**src/logic/dtc_pkg.sv**
```systemverilog
// Constants for the dual timer/counter with two external interrupt inputs.
// Assumes a 32-bit classic Wishbone slave port; registers take one word each.
// What this block does
// - Timer A counts only while its run bit set, except its high byte in mode 11, which runs on B's run bit
// - Interrupt B flag set by pin, edge/level clearing
// - Interrupt A flag set by pin, edge/level clearing
// - Interrupt B type bit picks edge or level
// - Interrupt A type bit picks edge or level
// - Timer B gate bit ANDs run with pin B
// - Timer A gate bit ANDs run with pin A
// - Timer B source: internal clock or count pin
// - Timer A source: internal clock or count pin
// - Mode bits 5:4 select timer B mode
// - Mode bits 1:0 select timer A mode
// - Mode 00: 13-bit counter, 5-bit prescale low byte
// - Mode 01: full 16-bit counter
// - Mode 10: 8-bit counter reloaded from high byte
// - Mode 11: timer A split into two bytes
// - Internal increment once per twelve-clock machine cycle
package dtc_pkg;

    localparam int unsigned ADR_W    = 10;
    localparam int unsigned DAT_W    = 32;
    localparam int unsigned PRESC_W  = 5;
    localparam int unsigned MC_CLKS_DEF = 12;

    // Register indices; byte address is four times the index
    localparam logic [7:0] IDX_CTRL = 8'h88;
    localparam logic [7:0] IDX_MODE = 8'h89;
    localparam logic [7:0] IDX_A_LO = 8'h8A;
    localparam logic [7:0] IDX_B_LO = 8'h8B;
    localparam logic [7:0] IDX_A_HI = 8'h8C;
    localparam logic [7:0] IDX_B_HI = 8'h8D;
    localparam logic [7:0] IDX_STAT = 8'h8E;
    localparam logic [7:0] IDX_MASK = 8'h8F;

    // Mode register fields
    localparam int unsigned MD_B_GATE = 7;
    localparam int unsigned MD_B_CT   = 6;
    localparam int unsigned MD_B_HI   = 5;
    localparam int unsigned MD_B_LO   = 4;
    localparam int unsigned MD_A_GATE = 3;
    localparam int unsigned MD_A_CT   = 2;
    localparam int unsigned MD_A_HI   = 1;
    localparam int unsigned MD_A_LO   = 0;

    // Control register fields
    localparam int unsigned CT_B_OVF  = 7;
    localparam int unsigned CT_B_RUN  = 6;
    localparam int unsigned CT_A_OVF  = 5;
    localparam int unsigned CT_A_RUN  = 4;
    localparam int unsigned CT_B_FLAG = 3;
    localparam int unsigned CT_B_TYPE = 2;
    localparam int unsigned CT_A_FLAG = 1;
    localparam int unsigned CT_A_TYPE = 0;

    // Status and mask bits
    localparam int unsigned ST_A_OVF = 0;
    localparam int unsigned ST_B_OVF = 1;
    localparam int unsigned ST_IRQ_A = 2;
    localparam int unsigned ST_IRQ_B = 3;
    localparam int unsigned ST_W     = 4;

    // Synchronised pin slots
    localparam int unsigned PIN_IRQ_A = 0;
    localparam int unsigned PIN_IRQ_B = 1;
    localparam int unsigned PIN_CNT_A = 2;
    localparam int unsigned PIN_CNT_B = 3;
    localparam int unsigned NUM_PINS  = 4;

    localparam logic [7:0]    REG_RST  = 8'h00;
    localparam logic [ST_W-1:0] ST_RST = 4'h0;

    typedef enum logic [1:0] {
        DTC_M13   = 2'b00,
        DTC_M16   = 2'b01,
        DTC_M8R   = 2'b10,
        DTC_SPLIT = 2'b11
    } dtc_mode_type;

endpackage

```
**src/logic/dtc_sync.sv**
```systemverilog
// Three-stage pin synchroniser, one lane per pin.
// Assumes idle-high pins; stages reset high so no false edge at release.
`timescale 1ns/1ps
`default_nettype none
module dtc_sync #(
    parameter int unsigned N = 4
) (
    input  wire logic         clk_in,
    input  wire logic         rst_in,
    input  wire logic [N-1:0] pin_in,
    output logic      [N-1:0] s2_out,
    output logic      [N-1:0] s3_out
);

    typedef struct packed {
        logic [N-1:0] s1;
        logic [N-1:0] s2;
        logic [N-1:0] s3;
    } dtc_sync_state_type;

    dtc_sync_state_type r_reg;
    dtc_sync_state_type r_next;

    if (N < 1) begin : g_bad_n
        $error("dtc_sync needs at least one lane");
    end

    // Shift chain; stage one feeds stage two only
    always_comb begin
        r_next    = r_reg;
        r_next.s1 = pin_in;
        r_next.s2 = r_reg.s1;
        r_next.s3 = r_reg.s2;
    end

    always_ff @(posedge clk_in) begin
        if (rst_in) begin
            r_reg <= '1;
        end else begin
            r_reg <= r_next;
        end
    end

    assign s2_out = r_reg.s2;
    assign s3_out = r_reg.s3;

endmodule
`default_nettype wire

```
**src/logic/dtc_top.sv**
```systemverilog
// Dual 16-bit timer/counter with two external interrupt inputs.
// Assumes a classic Wishbone master on clk_in; pins are asynchronous.
`timescale 1ns/1ps
`default_nettype none
module dtc_top #(
    parameter int unsigned MC_CLKS = dtc_pkg::MC_CLKS_DEF
) (
    input  wire logic                      clk_in,
    input  wire logic                      rst_in,
    input  wire logic                      wb_cyc_in,
    input  wire logic                      wb_stb_in,
    input  wire logic                      wb_we_in,
    input  wire logic [dtc_pkg::ADR_W-1:0] wb_adr_in,
    input  wire logic [3:0]                wb_sel_in,
    input  wire logic [dtc_pkg::DAT_W-1:0] wb_dat_in,
    output logic                           wb_ack_out,
    output logic      [dtc_pkg::DAT_W-1:0] wb_dat_out,
    input  wire logic                      ext_irq_a_pin_in,
    input  wire logic                      ext_irq_b_pin_in,
    input  wire logic                      count_a_pin_in,
    input  wire logic                      count_b_pin_in,
    input  wire logic                      ext_irq_a_vector_in,
    input  wire logic                      ext_irq_b_vector_in,
    output logic                           ext_irq_a_flag_out,
    output logic                           ext_irq_b_flag_out,
    output logic                           timer_a_ovf_out,
    output logic                           timer_b_ovf_out,
    output logic                           irq_out
);
    import dtc_pkg::*;

    localparam int unsigned MC_W = $clog2(MC_CLKS);
    localparam logic [MC_W-1:0] MC_LAST = MC_W'(MC_CLKS - 1);

    // A one-clock cycle leaves the divider no bits; above 256 it only wastes area
    if (MC_CLKS < 2 || MC_CLKS > 256) begin : g_bad_mc
        $error("MC_CLKS out of range");
    end

    typedef struct packed {
        logic [7:0]          mode;
        logic [7:0]          ctrl;
        logic [7:0]          a_lo;
        logic [7:0]          a_hi;
        logic [7:0]          b_lo;
        logic [7:0]          b_hi;
        logic [ST_W-1:0]     stat;
        logic [ST_W-1:0]     mask;
        logic [MC_W-1:0]     mc_cnt;
        logic [NUM_PINS-1:0] lvl;
        logic                ack;
        logic [DAT_W-1:0]    dat;
        logic                irq;
    } dtc_state_type;

    dtc_state_type r_reg;
    dtc_state_type r_next;

    logic [NUM_PINS-1:0] pin_s2;
    logic [NUM_PINS-1:0] pin_s3;
    logic [NUM_PINS-1:0] fall;
    logic                mc;
    logic                acc;
    logic                wr;
    logic                rd;
    logic [7:0]          idx;
    dtc_mode_type        mode_a;
    dtc_mode_type        mode_b;
    logic                split;
    logic                inc_a;
    logic                inc_b;
    logic                inc_ah;
    logic [16:0]         step_a;
    logic [16:0]         step_b;
    logic [8:0]          sum_ah;
    logic                ovf_a;
    logic                ovf_b;
    logic                set_a;
    logic                set_b;

    // Step one counter by one increment in the given mode
    function automatic logic [16:0] dtc_step(input dtc_mode_type m,
                                             input logic [7:0] lo,
                                             input logic [7:0] hi,
                                             input logic inc);
        logic [13:0] c13;
        logic [16:0] c16;
        logic [8:0]  c8;
        logic [16:0] res;
        c13 = {1'b0, hi, lo[PRESC_W-1:0]} + 14'h0001;
        c16 = {1'b0, hi, lo} + 17'h00001;
        c8  = {1'b0, lo} + 9'h001;
        res = {1'b0, hi, lo};
        if (inc) begin
            unique case (m)
                DTC_M13:   res = {c13[13], c13[12:PRESC_W], lo[7:PRESC_W],
                                  c13[PRESC_W-1:0]};
                DTC_M16:   res = c16;
                DTC_M8R:   res = {c8[8], hi, c8[8] ? hi : c8[7:0]};
                DTC_SPLIT: res = {c8[8], hi, c8[7:0]};
            endcase
        end
        return res;
    endfunction

    // Pins are asynchronous, so every one goes through three stages
    dtc_sync #(
        .N (NUM_PINS)
    ) u_sync (
        .clk_in (clk_in),
        .rst_in (rst_in),
        .pin_in ({count_b_pin_in, count_a_pin_in, ext_irq_b_pin_in, ext_irq_a_pin_in}),
        .s2_out (pin_s2),
        .s3_out (pin_s3)
    );

    // A falling edge counts once stages two and three agree low
    genvar gi;
    generate
        for (gi = 0; gi < NUM_PINS; gi++) begin : g_fall
            assign fall[gi] = r_reg.lvl[gi] & (pin_s2[gi] == pin_s3[gi]) & ~pin_s2[gi];
        end
    endgenerate

    // Bus decode; one wait state, so ack never sits on a new request
    assign acc = wb_cyc_in & wb_stb_in & ~r_reg.ack;
    assign wr  = acc & wb_we_in & wb_sel_in[0];
    assign rd  = acc & ~wb_we_in;
    assign idx = wb_adr_in[9:2];

    // Mode fields per timer
    assign mode_a = dtc_mode_type'({r_reg.mode[MD_A_HI], r_reg.mode[MD_A_LO]});
    assign mode_b = dtc_mode_type'({r_reg.mode[MD_B_HI], r_reg.mode[MD_B_LO]});
    assign split  = (mode_a == DTC_SPLIT);

    // Machine-cycle tick from the clock divider
    assign mc = (r_reg.mc_cnt == MC_LAST);

    // Run, gate and source select per timer
    assign inc_a = r_reg.ctrl[CT_A_RUN]
                 & (~r_reg.mode[MD_A_GATE] | r_reg.lvl[PIN_IRQ_A])
                 & (r_reg.mode[MD_A_CT] ? fall[PIN_CNT_A] : mc);
    assign inc_b = r_reg.ctrl[CT_B_RUN]
                 & (~r_reg.mode[MD_B_GATE] | r_reg.lvl[PIN_IRQ_B])
                 & (r_reg.mode[MD_B_CT] ? fall[PIN_CNT_B] : mc)
                 & (mode_b != DTC_SPLIT);

    // Split high byte of A is a plain timer under B's run bit
    assign inc_ah = split & r_reg.ctrl[CT_B_RUN] & mc;
    assign sum_ah = {1'b0, r_reg.a_hi} + 9'h001;

    assign step_a = dtc_step(mode_a, r_reg.a_lo, r_reg.a_hi, inc_a);
    assign step_b = dtc_step(mode_b, r_reg.b_lo, r_reg.b_hi, inc_b);

    // In split mode B's flag belongs to A's high byte
    assign ovf_a = step_a[16];
    assign ovf_b = split ? (inc_ah & sum_ah[8]) : step_b[16];

    // Detect conditions: edge when type set, low level otherwise
    assign set_a = r_reg.ctrl[CT_A_TYPE] ? fall[PIN_IRQ_A] : ~r_reg.lvl[PIN_IRQ_A];
    assign set_b = r_reg.ctrl[CT_B_TYPE] ? fall[PIN_IRQ_B] : ~r_reg.lvl[PIN_IRQ_B];

    // Next state of everything
    always_comb begin
        r_next = r_reg;

        // Filtered pin levels follow once two stages agree
        for (int i = 0; i < NUM_PINS; i++) begin
            if (pin_s2[i] == pin_s3[i]) begin
                r_next.lvl[i] = pin_s2[i];
            end
        end

        r_next.mc_cnt = mc ? '0 : MC_W'(r_reg.mc_cnt + 1'b1);

        // Counters; a bus write to a byte overrides that byte's increment
        r_next.a_lo = step_a[7:0];
        r_next.a_hi = split ? (inc_ah ? sum_ah[7:0] : r_reg.a_hi) : step_a[15:8];
        r_next.b_lo = step_b[7:0];
        r_next.b_hi = step_b[15:8];

        if (wr) begin
            unique case (idx)
                IDX_CTRL: r_next.ctrl = wb_dat_in[7:0];
                IDX_MODE: r_next.mode = wb_dat_in[7:0];
                IDX_A_LO: r_next.a_lo = wb_dat_in[7:0];
                IDX_A_HI: r_next.a_hi = wb_dat_in[7:0];
                IDX_B_LO: r_next.b_lo = wb_dat_in[7:0];
                IDX_B_HI: r_next.b_hi = wb_dat_in[7:0];
                IDX_MASK: r_next.mask = wb_dat_in[ST_W-1:0];
                default:  r_next.ctrl = r_reg.ctrl;
            endcase
        end

        // External flags: vectoring clears edge flags, a new edge wins
        if (r_reg.ctrl[CT_A_TYPE]) begin
            if (ext_irq_a_vector_in) r_next.ctrl[CT_A_FLAG] = 1'b0;
            if (set_a) r_next.ctrl[CT_A_FLAG] = 1'b1;
        end else begin
            r_next.ctrl[CT_A_FLAG] = ~r_reg.lvl[PIN_IRQ_A];
        end
        if (r_reg.ctrl[CT_B_TYPE]) begin
            if (ext_irq_b_vector_in) r_next.ctrl[CT_B_FLAG] = 1'b0;
            if (set_b) r_next.ctrl[CT_B_FLAG] = 1'b1;
        end else begin
            r_next.ctrl[CT_B_FLAG] = ~r_reg.lvl[PIN_IRQ_B];
        end

        // Overflow flags; hardware set beats a software clear
        if (ovf_a) r_next.ctrl[CT_A_OVF] = 1'b1;
        if (ovf_b) r_next.ctrl[CT_B_OVF] = 1'b1;

        // Sticky status, cleared by its own read; new events still land
        if (rd && idx == IDX_STAT) r_next.stat = ST_RST;
        r_next.stat[ST_A_OVF] = r_next.stat[ST_A_OVF] | ovf_a;
        r_next.stat[ST_B_OVF] = r_next.stat[ST_B_OVF] | ovf_b;
        r_next.stat[ST_IRQ_A] = r_next.stat[ST_IRQ_A] | set_a;
        r_next.stat[ST_IRQ_B] = r_next.stat[ST_IRQ_B] | set_b;

        // Bus answer; unmapped reads return zero but still ack
        r_next.ack = acc;
        r_next.dat = '0;
        if (rd) begin
            unique case (idx)
                IDX_CTRL: r_next.dat = {24'h000000, r_reg.ctrl};
                IDX_MODE: r_next.dat = {24'h000000, r_reg.mode};
                IDX_A_LO: r_next.dat = {24'h000000, r_reg.a_lo};
                IDX_A_HI: r_next.dat = {24'h000000, r_reg.a_hi};
                IDX_B_LO: r_next.dat = {24'h000000, r_reg.b_lo};
                IDX_B_HI: r_next.dat = {24'h000000, r_reg.b_hi};
                IDX_STAT: r_next.dat = {28'h0000000, r_reg.stat};
                IDX_MASK: r_next.dat = {28'h0000000, r_reg.mask};
                default:  r_next.dat = '0;
            endcase
        end

        r_next.irq = |(r_next.stat & r_next.mask);
    end

    // Single state register
    always_ff @(posedge clk_in) begin
        if (rst_in) begin
            r_reg        <= '0;
            r_reg.lvl    <= '1;
            r_reg.mode   <= REG_RST;
            r_reg.ctrl   <= REG_RST;
            r_reg.stat   <= ST_RST;
            r_reg.mask   <= ST_RST;
        end else begin
            r_reg <= r_next;
        end
    end

    // Outputs straight from the state register
    assign wb_ack_out         = r_reg.ack;
    assign wb_dat_out         = r_reg.dat;
    assign irq_out            = r_reg.irq;
    assign ext_irq_a_flag_out = r_reg.ctrl[CT_A_FLAG];
    assign ext_irq_b_flag_out = r_reg.ctrl[CT_B_FLAG];
    assign timer_a_ovf_out    = r_reg.ctrl[CT_A_OVF];
    assign timer_b_ovf_out    = r_reg.ctrl[CT_B_OVF];
endmodule
`default_nettype wire

```
**config.mk**
```make
export PLATFORM = sky130hd
export DESIGN_NAME = dtc_top
export DESIGN_NICKNAME = d
export VERILOG_FILES = /design/src/logic/dtc_pkg.sv /design/src/logic/dtc_sync.sv /design/src/logic/dtc_top.sv
export SDC_FILE = /design/constraint.sdc
export NUM_CORES = 1
export LEC_CHECK = 0
export ABC_AREA = 1
export BUFFER_PORTS_ARGS = -buffer_cell sky130_fd_sc_hd__buf_2
export CAP_MARGIN = 40
export CORE_MARGIN = 2
export CORE_UTILIZATION = 57
export DETAILED_ROUTE_END_ITERATION = 16
export PLACE_DENSITY = 0.88
export SYNTH_ARGS = -nofsm -noshare
export SYNTH_HDL_FRONTEND = slang
export SYNTH_HIERARCHICAL = 1
export SYNTH_SLANG_ARGS = --single-unit
```
**constraint.sdc**
```tcl
create_clock -name clk_in -period 2 [get_ports clk_in]
set_clock_uncertainty 0.1 [all_clocks]
set_input_delay 0.1 -clock clk_in [delete_from_list [all_inputs] [get_ports clk_in]]
set_output_delay 0.1 -clock clk_in [all_outputs]
set_load 0.01 [all_outputs]
```
==> out/results.ini <==
[run_status]
status = finished, final reports clean

[global_route]
grt_overflow_total = 0
antenna_found_initial = 0
grt_max_degree = 38
grt_first_pass_wirelength_mm = 24.5
grt_pass1_vias = 5078
track_usage_pct = 30.3

[drt]
drcViolationCount = 0
wl_per_cell_um = 14.9
vias = 5554
antenna_left = 0
dr.pass1.iters = 5
wl_mm = 15.0
viasPerCell = 5.49
drtIter0Drc = 485

[floorplanning]
fp.dieH_um = 102
io_pins = 95
die_area_mm2 = 0.0103
dieWidth_um = 102
core_area_mm2 = 0.00924
rows = 35
start_util_pct = 58.7

[cells_and_area]
postLayoutCoreUtil_pct = 64.7
largest_reg_flops = 56
drive_above_1_share_pct = 15.1
syn2layout_area_growth_pct = 10.1
diodes = 0
fin_area_mm2 = 0.00598
fill_cells = 841
fin_nets = 939

[timing]
setup_violations = 0
worst_slew_pin_slew_ns = 0.509
fin_crit_ns = 1.90
fmax_mhz = 527
hold_viol = 0
drv_slew = 0
min_period_over_period_pct = 94.8
relSlewSlack_pct = 66.0

[synthesis]
synth_top_area_share_pct = 31.7
yosysMostFrequentCell = nand2_1
synth-edff-count = 0
synthTopCellsByArea = dfxtp_1, nand2_1, inv_1, o21ai_0, buf_4
synthArstFlopShare_pct = 0
yosys-top-cells-count = nand2_1, inv_1, dfxtp_1
dominantRegCellSynth = dfxtp_1
yosysTopAreaCell = dfxtp_1
syn_area_mm2 = 0.00543
avgSynthCellArea_um2 = 6.57
ys_seq_elements = 86
yosys_warnings = 6
ys_types = 40
synth-seq-area-share_pct = 31.7
syn_inst = 826

[critical_path]
critical_path_class = flop to flop
crit_fanout = 3
crit_path_end_kind = flop
required_ns = 2.23
reg2reg_slack_ns = 0.10
critical_path_arrival_ns = 2.13
start_kind = flop

[placement]
dpl_cell_area_mm2 = 0.00562
dp_hpwl_mm = 11.0
place.gp.congestion = 0.951
io_buffers = 41

[clock_tree]
cts_root_buf = clkbuf_8
cts_htree_levels = 3
clock_path_buffers = 2
numCtsBuffers = 9
cts_tree = done
cts_sinks = 86
clk_latency_ns = 0.39
path_clk_slew_ns = 0.11

[power]
p_int_uw = 2290
power_uw = 3220
combPwrFrac_pct = 6.6
clkPwrFrac_pct = 39.6
power.switching_uw = 930
ir_drop_uv = 391
switching_share_pct = 28.9
power_density_mw_per_mm2 = 539
p_seq_share_pct = 53.9
leakage_uw = 0.00266

[flow_run]
drv_cap = 0

[worst_hold_path]
hold_class = input port to flop

-- worst paths after layout --
| check | to | startpoint | depth (start not counted) |
|---|---|---|---|
| max | wb_ack_out | wb_ack_out | 4 |
| min reg2reg | u_sync/s2_out[1] | u_sync/r_next[5] | 2 |
| max reg2reg | wb_ack_out | wb_ack_out | 4 |
| min | timer_a_ovf_out | wb_dat_in[5] | 3 |
-- critical path, stage by stage (launching register included) --
cell	delay [ns]
dfxtp_1	0.33
nand3b_4	0.17
dlygate4sd3_1	0.57
nor2_1	0.10
dlygate4sd3_1	0.57
-- cell type report --
cell class	instances	area, µm²	area share [%]
clock buffer	9	124	2.07
clock inverter	7	81.3	1.36
inverter	127	479	8.02
multi-input combinational	584	2940	49.2
sequential	86	1720	28.8
tap	129	161	2.70
timing repair buffer	70	465	7.79
-- through the flow --
| stage | cells | hold slack [ns] | TNS (ns) | worst slack [ns] |
|---|---|---|---|---|
| after global placement | 981 | 0.169 | 0 | 0.218 |
| after global routing | 1012 | 0.0226 | -0.00774 | -0.00774 |
| final | 1012 | 0.0134 | 0 | 0.104 |
| after floorplan | 849 | 0.0691 | 0 | 0.379 |
| after CTS | 1009 | 0.00693 | 0 | 0.127 |
| after detailed placement | 981 | 0.181 | 0 | 0.147 |
-- what timing repair did --
action | 4_1_cts | 5_1_grt
hold buffers | 12 | 0
setup buffers | 0 | 3
endpoints found under the setup margin | 0 | 3
endpoints found under the hold margin | 14 | 0
gates resized for setup | 0 | 2
-- cells in the final DEF, fill, tap and decap left out, drive strengths merged --
cell / count
a211oi: 2
nand4: 13
nand3b: 3
nand3: 63
dlygate4sd3: 12
o21bai: 2
or2: 4
o21ai: 82
nor3: 13
clkbuf: 9
o211ai: 7
o22ai: 19
a21oi: 62
nand2: 182
clkinv: 5
ha: 4
o2bb2ai: 1
o21a: 2
inv: 129
a31oi: 8
buf: 58
a22oi: 1
dfxtp: 86
nor2: 84
conb: 24
xor2: 8
-- kinds of logic (layout without fill, tap and decap cells) --
family,count (synthesis),count (layout),share of synthesized area [%]
other cells,1,24,0.0691
buf+inv,179,213,15.7
compound gates,186,186,18.8
xor+xnor,8,8,1.29
fa+ha+maj,4,4,0.922
simple gates,362,362,31.4
flops,86,86,31.7
-- power by group through the flow --
stage	Sequential (µW)	Combinational [µW]	Clock, µW
4_1_cts	1740	207	1280
3_5_place_dp	1780	189	0
2_1_floorplan	1770	150	0
6_report	1740	212	1270
3_3_place_gp	1770	185	0
5_1_grt	1740	233	1340
-- layer usage --
| layer | part of all wire (%) | vias up | track usage, % |
|---|---|---|---|
| met1 | 43 | 2489 | 41.4 |
| met4 | 3.2 | 0 | 13.7 |
| met2 | 44 | 284 | 46.7 |
| li1 | - | 2738 | - |
| met5 | 0 | - | 0 |
| met3 | 9.1 | 43 | 5.18 |
No activity file was read; power rests on OpenSTA's default activity.
